File: src/design/lamp_pkg.sv
// Constants and types for the drive status lamp block
package lamp_pkg;

  // Clock rate and blink cadence
  localparam int CLK_FREQ_KHZ   = 200000;
  localparam int BLINK_HALF_MS  = 500;
  localparam int BLINK_HALF_CYC = BLINK_HALF_MS * CLK_FREQ_KHZ;

  // Register byte offsets
  localparam logic [3:0] OFS_CTRL  = 4'h0;
  localparam logic [3:0] OFS_MINF  = 4'h4;
  localparam logic [3:0] OFS_STAT  = 4'h8;
  localparam logic [3:0] OFS_INPUT = 4'hC;

  // Control register field positions
  localparam int CTRL_RUN_SEL_LSB = 0;
  localparam int CTRL_REF_SEL_LSB = 4;
  localparam int CTRL_KEY_EN_BIT  = 8;

  // Values after reset
  localparam logic [1:0]  RUN_SEL_RST = 2'h1;
  localparam logic [2:0]  REF_SEL_RST = 3'h1;
  localparam logic        KEY_EN_RST  = 1'b1;
  localparam logic [15:0] MINF_RST    = 16'h0000;
  localparam logic        REMOTE_RST  = 1'b1;

  // Source selection codes
  localparam logic [1:0] RUN_SEL_KEYPAD = 2'h0;
  localparam logic [2:0] REF_SEL_KEYPAD = 3'h0;
  localparam logic [2:0] REF_SEL_PULSE  = 3'h4;

  // Status register bit positions
  localparam int STAT_FWD    = 0;
  localparam int STAT_REV    = 1;
  localparam int STAT_ALARM  = 2;
  localparam int STAT_SEQ    = 3;
  localparam int STAT_REF    = 4;
  localparam int STAT_RUN    = 5;
  localparam int STAT_STOP   = 6;
  localparam int STAT_REMOTE = 7;
  localparam int STAT_STOPKY = 8;

  // Answer to an unmapped read
  localparam logic [31:0] UNMAPPED_RDATA = 32'h0000_0000;

  // Lamp drive modes
  typedef enum logic [1:0] {LAMP_OFF, LAMP_ON, LAMP_BLINK} lamp_mode_t;

  // Bus slave states
  typedef enum logic {BUS_IDLE, BUS_ACK} bus_state_t;

endpackage : lamp_pkg

File: src/design/drive_status_lamps.sv
// Drive status lamp decoder with Avalon-MM register access
`timescale 1ns/1ps

module drive_status_lamps #(
  parameter int unsigned BLINK_HALF_CYC = lamp_pkg::BLINK_HALF_CYC,
  parameter int          FREQ_W         = 16
) (
  input  wire logic              SYS_CLK_I,
  input  wire logic              RSTN_I,
  // Avalon-MM slave
  input  wire logic [3:0]        AVS_ADDRESS_I,
  input  wire logic              AVS_READ_I,
  input  wire logic              AVS_WRITE_I,
  input  wire logic [3:0]        AVS_BYTEENABLE_I,
  input  wire logic [31:0]       AVS_WRITEDATA_I,
  output logic      [31:0]       AVS_READDATA_O,
  output logic                   AVS_WAITREQUEST_O,
  // Drive sequencing status
  input  wire logic              RUN_FWD_I,
  input  wire logic              RUN_REV_I,
  input  wire logic              FAULT_I,
  input  wire logic              ALARM_I,
  input  wire logic              RUNNING_I,
  input  wire logic              DECELERATING_I,
  input  wire logic [FREQ_W-1:0] FREQ_REF_I,
  input  wire logic              STOP_KEY_I,
  input  wire logic              LOCAL_REMOTE_KEY_I,
  // Lamps and mode
  output logic                   FORWARD_RUN_LAMP_O,
  output logic                   REVERSE_RUN_LAMP_O,
  output logic                   ALARM_LAMP_O,
  output logic                   REMOTE_RUN_SOURCE_LAMP_O,
  output logic                   REMOTE_REF_SOURCE_LAMP_O,
  output logic                   RUN_LAMP_O,
  output logic                   STOP_LAMP_O,
  output logic                   REMOTE_MODE_O
);

  // Bus slave state
  lamp_pkg::bus_state_t bus_state_q;
  logic                 waitreq_q;
  logic [31:0]          rdata_q;
  logic                 req;
  logic                 commit_wr;

  // Software settings
  logic [1:0]          run_command_source_sel_q;
  logic [2:0]          frequency_reference_source_sel_q;
  logic                local_remote_key_enable_q;
  logic [FREQ_W-1:0]   minimum_output_frequency_q;

  // Block state
  logic                remote_q;
  logic                stop_key_seen_q;
  logic                blink_phase;

  // Lamp flops
  logic                fwd_lamp_q;
  logic                rev_lamp_q;
  logic                alarm_lamp_q;
  logic                seq_lamp_q;
  logic                ref_lamp_q;
  logic                run_lamp_q;
  logic                stop_lamp_q;

  // Lamp modes before blink resolution
  lamp_pkg::lamp_mode_t alarm_mode;
  lamp_pkg::lamp_mode_t run_mode;
  lamp_pkg::lamp_mode_t stop_mode;

  // Register views and write merge
  localparam int       RL = lamp_pkg::CTRL_RUN_SEL_LSB;
  localparam int       FL = lamp_pkg::CTRL_REF_SEL_LSB;
  logic [31:0]         ctrl_word;
  logic [31:0]         minf_word;
  logic [31:0]         stat_word;
  logic [31:0]         input_word;
  logic [31:0]         wmask;
  logic [31:0]         ctrl_new;
  logic [31:0]         minf_new;
  logic [31:0]         rd_mux;

  // Derived conditions
  logic                run_cmd;
  logic                ref_below_min;
  logic                seq_remote_src;
  logic                ref_remote_src;

  lamp_blink_gen #(
    .HALF_CYC (BLINK_HALF_CYC)
  ) u_blink (
    .clk_i   (SYS_CLK_I),
    .rstn_i  (RSTN_I),
    .phase_o (blink_phase)
  );

  assign req       = AVS_READ_I | AVS_WRITE_I;
  // Write lands on the edge where waitrequest is seen low
  assign commit_wr = (bus_state_q == lamp_pkg::BUS_ACK) & AVS_WRITE_I;

  // One wait cycle, then a single acknowledge cycle
  always_ff @(posedge SYS_CLK_I) begin
    if (!RSTN_I) begin
      bus_state_q <= lamp_pkg::BUS_IDLE;
    end else begin
      unique case (bus_state_q)
        lamp_pkg::BUS_IDLE: begin
          if (req) begin
            bus_state_q <= lamp_pkg::BUS_ACK;
          end
        end
        lamp_pkg::BUS_ACK: begin
          bus_state_q <= lamp_pkg::BUS_IDLE;
        end
      endcase
    end
  end

  // Waitrequest low only in the acknowledge cycle
  always_ff @(posedge SYS_CLK_I) begin
    if (!RSTN_I) begin
      waitreq_q <= 1'b1;
    end else begin
      waitreq_q <= !((bus_state_q == lamp_pkg::BUS_IDLE) && req);
    end
  end

  // Read data captured as the request is first seen
  always_ff @(posedge SYS_CLK_I) begin
    if (!RSTN_I) begin
      rdata_q <= 32'h0000_0000;
    end else if ((bus_state_q == lamp_pkg::BUS_IDLE) && AVS_READ_I) begin
      rdata_q <= rd_mux;
    end
  end

  // Byte enables widened to a bit mask
  for (genvar b = 0; b < 4; b++) begin : g_lane
    assign wmask[8*b +: 8] = {8{AVS_BYTEENABLE_I[b]}};
  end

  // Register words as seen by software
  always_comb begin
    ctrl_word = 32'h0000_0000;
    ctrl_word[RL +: 2] = run_command_source_sel_q;
    ctrl_word[FL +: 3] = frequency_reference_source_sel_q;
    ctrl_word[lamp_pkg::CTRL_KEY_EN_BIT] = local_remote_key_enable_q;
    minf_word = 32'h0000_0000;
    minf_word[FREQ_W-1:0] = minimum_output_frequency_q;
  end

  // Status and raw input views
  always_comb begin
    stat_word = 32'h0000_0000;
    stat_word[lamp_pkg::STAT_FWD]    = fwd_lamp_q;
    stat_word[lamp_pkg::STAT_REV]    = rev_lamp_q;
    stat_word[lamp_pkg::STAT_ALARM]  = alarm_lamp_q;
    stat_word[lamp_pkg::STAT_SEQ]    = seq_lamp_q;
    stat_word[lamp_pkg::STAT_REF]    = ref_lamp_q;
    stat_word[lamp_pkg::STAT_RUN]    = run_lamp_q;
    stat_word[lamp_pkg::STAT_STOP]   = stop_lamp_q;
    stat_word[lamp_pkg::STAT_REMOTE] = remote_q;
    stat_word[lamp_pkg::STAT_STOPKY] = stop_key_seen_q;
    input_word = 32'h0000_0000;
    input_word[6:0] = {ref_below_min, DECELERATING_I, RUNNING_I,
                       ALARM_I, FAULT_I, RUN_REV_I, RUN_FWD_I};
  end

  // Merged write values
  assign ctrl_new = (ctrl_word & ~wmask) | (AVS_WRITEDATA_I & wmask);
  assign minf_new = (minf_word & ~wmask) | (AVS_WRITEDATA_I & wmask);

  // Read decode, unmapped reads return zero
  always_comb begin
    unique case (AVS_ADDRESS_I)
      lamp_pkg::OFS_CTRL:  rd_mux = ctrl_word;
      lamp_pkg::OFS_MINF:  rd_mux = minf_word;
      lamp_pkg::OFS_STAT:  rd_mux = stat_word;
      lamp_pkg::OFS_INPUT: rd_mux = input_word;
      default:             rd_mux = lamp_pkg::UNMAPPED_RDATA;
    endcase
  end

  // Control register write
  always_ff @(posedge SYS_CLK_I) begin
    if (!RSTN_I) begin
      run_command_source_sel_q         <= lamp_pkg::RUN_SEL_RST;
      frequency_reference_source_sel_q <= lamp_pkg::REF_SEL_RST;
      local_remote_key_enable_q        <= lamp_pkg::KEY_EN_RST;
    end else if (commit_wr && (AVS_ADDRESS_I == lamp_pkg::OFS_CTRL)) begin
      run_command_source_sel_q         <= ctrl_new[RL +: 2];
      frequency_reference_source_sel_q <= ctrl_new[FL +: 3];
      local_remote_key_enable_q        <=
        ctrl_new[lamp_pkg::CTRL_KEY_EN_BIT];
    end
  end

  // Minimum output frequency write
  always_ff @(posedge SYS_CLK_I) begin
    if (!RSTN_I) begin
      minimum_output_frequency_q <= FREQ_W'(lamp_pkg::MINF_RST);
    end else if (commit_wr && (AVS_ADDRESS_I == lamp_pkg::OFS_MINF)) begin
      minimum_output_frequency_q <= minf_new[FREQ_W-1:0];
    end
  end

  always_ff @(posedge SYS_CLK_I) begin
    if (!RSTN_I) begin
      remote_q <= lamp_pkg::REMOTE_RST;
    end else if (LOCAL_REMOTE_KEY_I && local_remote_key_enable_q) begin
      remote_q <= ~remote_q;
    end
  end

  // remember stop key while running remote
  always_ff @(posedge SYS_CLK_I) begin
    if (!RSTN_I) begin
      stop_key_seen_q <= 1'b0;
    end else if (STOP_KEY_I && RUNNING_I && remote_q) begin
      stop_key_seen_q <= 1'b1; // Set wins over clear
    end else if (!RUNNING_I || !remote_q) begin
      stop_key_seen_q <= 1'b0;
    end
  end

  assign run_cmd       = RUN_FWD_I | RUN_REV_I;
  assign ref_below_min = FREQ_REF_I < minimum_output_frequency_q;

  assign seq_remote_src =
    (run_command_source_sel_q != lamp_pkg::RUN_SEL_KEYPAD);

  // codes 1 to 4 light the lamp
  assign ref_remote_src =
    (frequency_reference_source_sel_q != lamp_pkg::REF_SEL_KEYPAD) &&
    (frequency_reference_source_sel_q <= lamp_pkg::REF_SEL_PULSE);

  // Alarm lamp mode
  always_comb begin
    if (FAULT_I) begin
      alarm_mode = lamp_pkg::LAMP_ON;
    end else if (ALARM_I) begin
      alarm_mode = lamp_pkg::LAMP_BLINK;
    end else begin
      alarm_mode = lamp_pkg::LAMP_OFF;
    end
  end

  always_comb begin
    if (DECELERATING_I) begin
      run_mode = lamp_pkg::LAMP_BLINK;
    end else if (RUNNING_I) begin
      run_mode = lamp_pkg::LAMP_ON;
    end else begin
      run_mode = lamp_pkg::LAMP_OFF;
    end
  end

  // Stop lamp mode, blinking conditions first
  always_comb begin
    if (run_cmd && ref_below_min) begin
      stop_mode = lamp_pkg::LAMP_BLINK;
    end else if (stop_key_seen_q && RUNNING_I) begin
      stop_mode = lamp_pkg::LAMP_BLINK;
    end else if (DECELERATING_I || !RUNNING_I) begin
      stop_mode = lamp_pkg::LAMP_ON;
    end else begin
      stop_mode = lamp_pkg::LAMP_OFF;
    end
  end

  // Mode to lamp level using the shared phase
  function automatic logic lamp_level(lamp_pkg::lamp_mode_t m,
                                      logic ph);
    unique case (m)
      lamp_pkg::LAMP_ON:    lamp_level = 1'b1;
      lamp_pkg::LAMP_BLINK: lamp_level = ph;
      default:              lamp_level = 1'b0;
    endcase
  endfunction : lamp_level

  // Direction lamps
  always_ff @(posedge SYS_CLK_I) begin
    if (!RSTN_I) begin
      fwd_lamp_q <= 1'b0;
      rev_lamp_q <= 1'b0;
    end else begin
      fwd_lamp_q <= RUN_FWD_I;
      rev_lamp_q <= RUN_REV_I;
    end
  end

  // Source lamps
  always_ff @(posedge SYS_CLK_I) begin
    if (!RSTN_I) begin
      seq_lamp_q <= 1'b0;
      ref_lamp_q <= 1'b0;
    end else begin
      seq_lamp_q <= remote_q & seq_remote_src;
      ref_lamp_q <= remote_q & ref_remote_src;
    end
  end

  // Alarm, run and stop lamps
  always_ff @(posedge SYS_CLK_I) begin
    if (!RSTN_I) begin
      alarm_lamp_q <= 1'b0;
      run_lamp_q   <= 1'b0;
      stop_lamp_q  <= 1'b0;
    end else begin
      alarm_lamp_q <= lamp_level(alarm_mode, blink_phase);
      run_lamp_q   <= lamp_level(run_mode, blink_phase);
      stop_lamp_q  <= lamp_level(stop_mode, blink_phase);
    end
  end

  // Outputs, all from flops
  assign AVS_READDATA_O           = rdata_q;
  assign AVS_WAITREQUEST_O        = waitreq_q;
  assign FORWARD_RUN_LAMP_O       = fwd_lamp_q;
  assign REVERSE_RUN_LAMP_O       = rev_lamp_q;
  assign ALARM_LAMP_O             = alarm_lamp_q;
  assign REMOTE_RUN_SOURCE_LAMP_O = seq_lamp_q;
  assign REMOTE_REF_SOURCE_LAMP_O = ref_lamp_q;
  assign RUN_LAMP_O               = run_lamp_q;
  assign STOP_LAMP_O              = stop_lamp_q;
  assign REMOTE_MODE_O            = remote_q;

endmodule : drive_status_lamps

File: src/design/lamp_blink_gen.sv
// Shared blink phase divider for the status lamps
`timescale 1ns/1ps
module lamp_blink_gen #(
  parameter int unsigned HALF_CYC = 100
) (
  input  wire logic clk_i,
  input  wire logic rstn_i,
  output logic      phase_o
);

  logic [31:0] cnt_q;
  logic        phase_q;
  logic        wrap;

  // End of one half period
  assign wrap = (cnt_q == 32'(HALF_CYC - 1));

  // Half period counter
  always_ff @(posedge clk_i) begin
    if (!rstn_i) begin
      cnt_q <= 32'h0000_0000;
    end else if (wrap) begin
      cnt_q <= 32'h0000_0000;
    end else begin
      cnt_q <= cnt_q + 32'h0000_0001;
    end
  end

  // Phase flips each half period
  always_ff @(posedge clk_i) begin
    if (!rstn_i) begin
      phase_q <= 1'b0;
    end else if (wrap) begin
      phase_q <= ~phase_q;
    end
  end

  assign phase_o = phase_q;

endmodule : lamp_blink_gen

File: config.mk
export PLATFORM = sky130hd
export DESIGN_NAME = drive_status_lamps
export DESIGN_NICKNAME = d
export VERILOG_FILES = /design/src/design/lamp_pkg.sv /design/src/design/drive_status_lamps.sv /design/src/design/lamp_blink_gen.sv
export SDC_FILE = /design/constraint.sdc
export NUM_CORES = 1
export LEC_CHECK = 0
export BUFFER_PORTS_ARGS = -buffer_cell sky130_fd_sc_hd__buf_2
export CORE_ASPECT_RATIO = 0.7
export CORE_MARGIN = 2
export CORE_UTILIZATION = 47
export CTS_CLUSTER_SIZE = 30
export DETAILED_ROUTE_END_ITERATION = 12
export GPL_TIMING_DRIVEN = 0
export HOLD_SLACK_MARGIN = 0.12
export PLACE_DENSITY = 0.85
export SLEW_MARGIN = 20
export SYNTH_ARGS = -nofsm -noshare
export SYNTH_HDL_FRONTEND = slang
export SYNTH_SLANG_ARGS = --single-unit
File: constraint.sdc
create_clock -name SYS_CLK_I -period 2.5 [get_ports SYS_CLK_I]
set_input_delay 0.125 -clock SYS_CLK_I [delete_from_list [all_inputs] [get_ports SYS_CLK_I]]
set_output_delay 0.125 -clock SYS_CLK_I [all_outputs]
set_load 0.02 [all_outputs]
==> impl_metrics.env <==
export IMPL_status="finished clean"
export IMPL_area_growth_pct=29.7
export IMPL_drtIter0Drc=314
export IMPL_num_rows=28
export IMPL_antenna_found_initial=1
export IMPL_crit_type="flop to flop"
export IMPL_synth_seq_cells=82
export IMPL_leakagePower_nw=2.18
export IMPL_worstSkewPairLatency_ns=0.34
export IMPL_first_global_vias=3834
export IMPL_crit_required_ns=2.72
export IMPL_drtAntennaViolNets=0
export IMPL_slew_headroom_pct=52.8
export IMPL_synth_flop_cell="dfxtp_1"
export IMPL_fin_skew_ns=0.00695
export IMPL_worstPathArrival_ns=2.68
export IMPL_grt_pass1_wl_um=18200
export IMPL_start_util_pct=48.3
export IMPL_cts_htree_levels=3
export IMPL_dpl_instance_area_mm2=0.00465
export IMPL_synth_cells=467
export IMPL_cts_made_buffers=9
export IMPL_finish_utilization_pct=62.7
export IMPL_final_nets=679
export IMPL_synth_warnings=0
export IMPL_drt_pass1_iter_count=5
export IMPL_end_kind="flop"
export IMPL_critPathLaunchType="flop"
export IMPL_power_mw=3.03
export IMPL_p_per_area_mw_per_mm2=572
export IMPL_path_max_fanout=4
export IMPL_wirelength_um=11600
export IMPL_synth_avg_cell_area_um2=8.74
export IMPL_core_mm2=0.00844
export IMPL_finalCriticalPeriod_ns=2.46
export IMPL_cts_sinks=82
export IMPL_ys_seq_area_share_pct=40.2
export IMPL_maxCapViolCount=0
export IMPL_cts_path_max_buffers=2
export IMPL_wire_per_inst_um=16.2
export IMPL_drive_gt1_share_pct=24.1
export IMPL_synth_area_leaders="dfxtp_1 40%, nor2_1 7.1%, mux2i_1 6.1%"
export IMPL_clockRootBuffer="clkbuf_16"
export IMPL_grt_usage_pct=25.2
export IMPL_post_drt_via_cell_ratio=5.38
export IMPL_synth_top_cell_by_area="dfxtp_1"
export IMPL_gp_congestion=1.03
export IMPL_path_clk_slew_ns=0.06
export IMPL_hold_ws_ns=0.125
export IMPL_worstMarginPinSlew_ns=0.706
export IMPL_max_freq_mhz=406
export IMPL_post_dp_hpwl_um=7830
export IMPL_fin_crit_sh_pct=98.6
export IMPL_vias=3866
export IMPL_yosys_area_top_type_share_pct=40.2
export IMPL_drc=0
export IMPL_slew_violations=0
export IMPL_final_area_mm2=0.00529
export IMPL_async_flop_share_pct=0
export IMPL_portBuffers=73
export IMPL_die_area_mm2=0.00945
export IMPL_synth_distinct_cells=51
export IMPL_syn_cell_area_mm2=0.00408
export IMPL_finalHoldViolCount=0
export IMPL_setup_viol=0
export IMPL_io_pins=109
export IMPL_hp_class="primary input to flop"
export IMPL_die_w_um=115
export IMPL_synth_edf_count=0
export IMPL_cts_tree="done"
export IMPL_gr_total_overflow=0
export IMPL_die_h_um=82.0
export IMPL_grt_start_max_net_pins=15
export IMPL_ir_drop_mv=0.412
[worst paths after layout]
| check | from | to | slack, ns | cells past startpoint |
|---|---|---|---|---|
| max | flop | STOP_LAMP_O | 0.04 | 10 |
| min reg2reg | AVS_READDATA_O[14] | AVS_READDATA_O[14] | 0.45 | 2 |
| max reg2reg | flop | STOP_LAMP_O | 0.04 | 10 |
| min | RSTN_I | u_blink.cnt_q[28] | 0.12 | 3 |
[what timing repair did]
action / CTS / global route
setup endpoints to repair: 1 / 1
endpoints found under the hold margin: 29 / 0
resized for setup: 4 / 13
hold buffers: 25 / 0
pin swaps: 1 / 4
buffers inserted: 0 / 2
[Yosys cell counts (2+ instances only)]
| cell | n |
|---|---|
| nor4_1 | 5 |
| or4_4 | 2 |
| nand2_1 | 33 |
| nor2_1 | 77 |
| a31oi_1 | 2 |
| mux4_2 | 4 |
| a22oi_1 | 10 |
| clkbuf_1 | 14 |
| nor2_2 | 2 |
| o21ai_0 | 10 |
| a21o_1 | 3 |
| xnor2_1 | 7 |
| nor3_1 | 6 |
| or4_1 | 2 |
| a22o_1 | 3 |
| xor2_1 | 18 |
| mux2i_1 | 25 |
| or2_2 | 2 |
| and3_1 | 3 |
| inv_1 | 24 |
| nand3_1 | 27 |
| nand2b_1 | 3 |
| a21oi_1 | 20 |
| and2_1 | 5 |
| nor2b_1 | 3 |
| buf_4 | 18 |
| nand4_4 | 3 |
| or3_1 | 3 |
| nand4_1 | 13 |
| dfxtp_1 | 82 |
| ha_1 | 18 |
[routing by layer]
layer | global-route usage (%) | vias up | routed length, µm
met4 | 12.2 | 0 | 335
li1 | - | 1832 | -
met2 | 40.2 | 199 | 5340
met3 | 7.38 | 33 | 1120
met1 | 31.3 | 1802 | 4830
met5 | 0 | - | 0
[cell families (layout without fill, tap and decap cells)]
group | after synthesis | after routing | synth area share [%]
and+or+nand+nor | 198 | 198 | 24.7
DFF | 82 | 82 | 40.2
buffers and inverters | 58 | 174 | 7.02
AOI/OAI and AO/OA | 56 | 56 | 8.71
muxes | 29 | 29 | 8.34
xor gates and xnor gates | 25 | 25 | 5.37
adders and majority gates | 18 | 18 | 5.52
other | 1 | 17 | 0.0919
[stage by stage]
stage / setup WS (ns) / TNS, ns / cells
3_3_place_gp: -0.0111 / -0.0111 / 675
5_1_grt: -0.0835 / -0.0835 / 719
4_1_cts: 0.0452 / 0 / 716
2_1_floorplan: 0.200 / 0 / 482
6_report: 0.0351 / 0 / 719
3_5_place_dp: -0.0431 / -0.0431 / 675
[area by class of cell]
class                      instances  area (µm²)
multi-input combinational        342        2270
sequential                        82        1650
buffer                            34         196
clock inverter                     5        62.6
clock buffer                      11         243
tap                              120         150
inverter                          24        90.1
antenna                            1        2.50
timing repair buffer             100         631
fill                             654        3150
[worst max-delay path: stages (launching register included)]
cell and delay [ns]:
dfxtp_2 0.34, inv_1 0.05, ha_1 0.28, nand4_1 0.18
nor3_2 0.26, or4b_4 0.50, and3_4 0.21, a21o_1 0.17
ha_2 0.18, a21oi_2 0.12, nor3_2 0.06
[cell usage in the layout (no fill, tap or decap), drive strengths merged, types with 16 or more instances in the layout]
master and count:
ha 18, xor2 18, nand2 34, mux2i 25, a21oi 21, nor2 79, buf 95, inv 25
nand4 16, clkbuf 25, dlygate4sd3 25, conb 16, dfxtp 82, nand3 27
[power breakdown]
group	leakage [nW]	switching [mW]	internal, mW	total [mW]
Sequential	0.666	0.0244	1.33	1.35
Clock	0.142	0.547	0.806	1.35
Combinational	1.38	0.177	0.143	0.319
Total	2.18	0.749	2.28	3.03
Note: power is estimated with default switching activity, not from simulation.
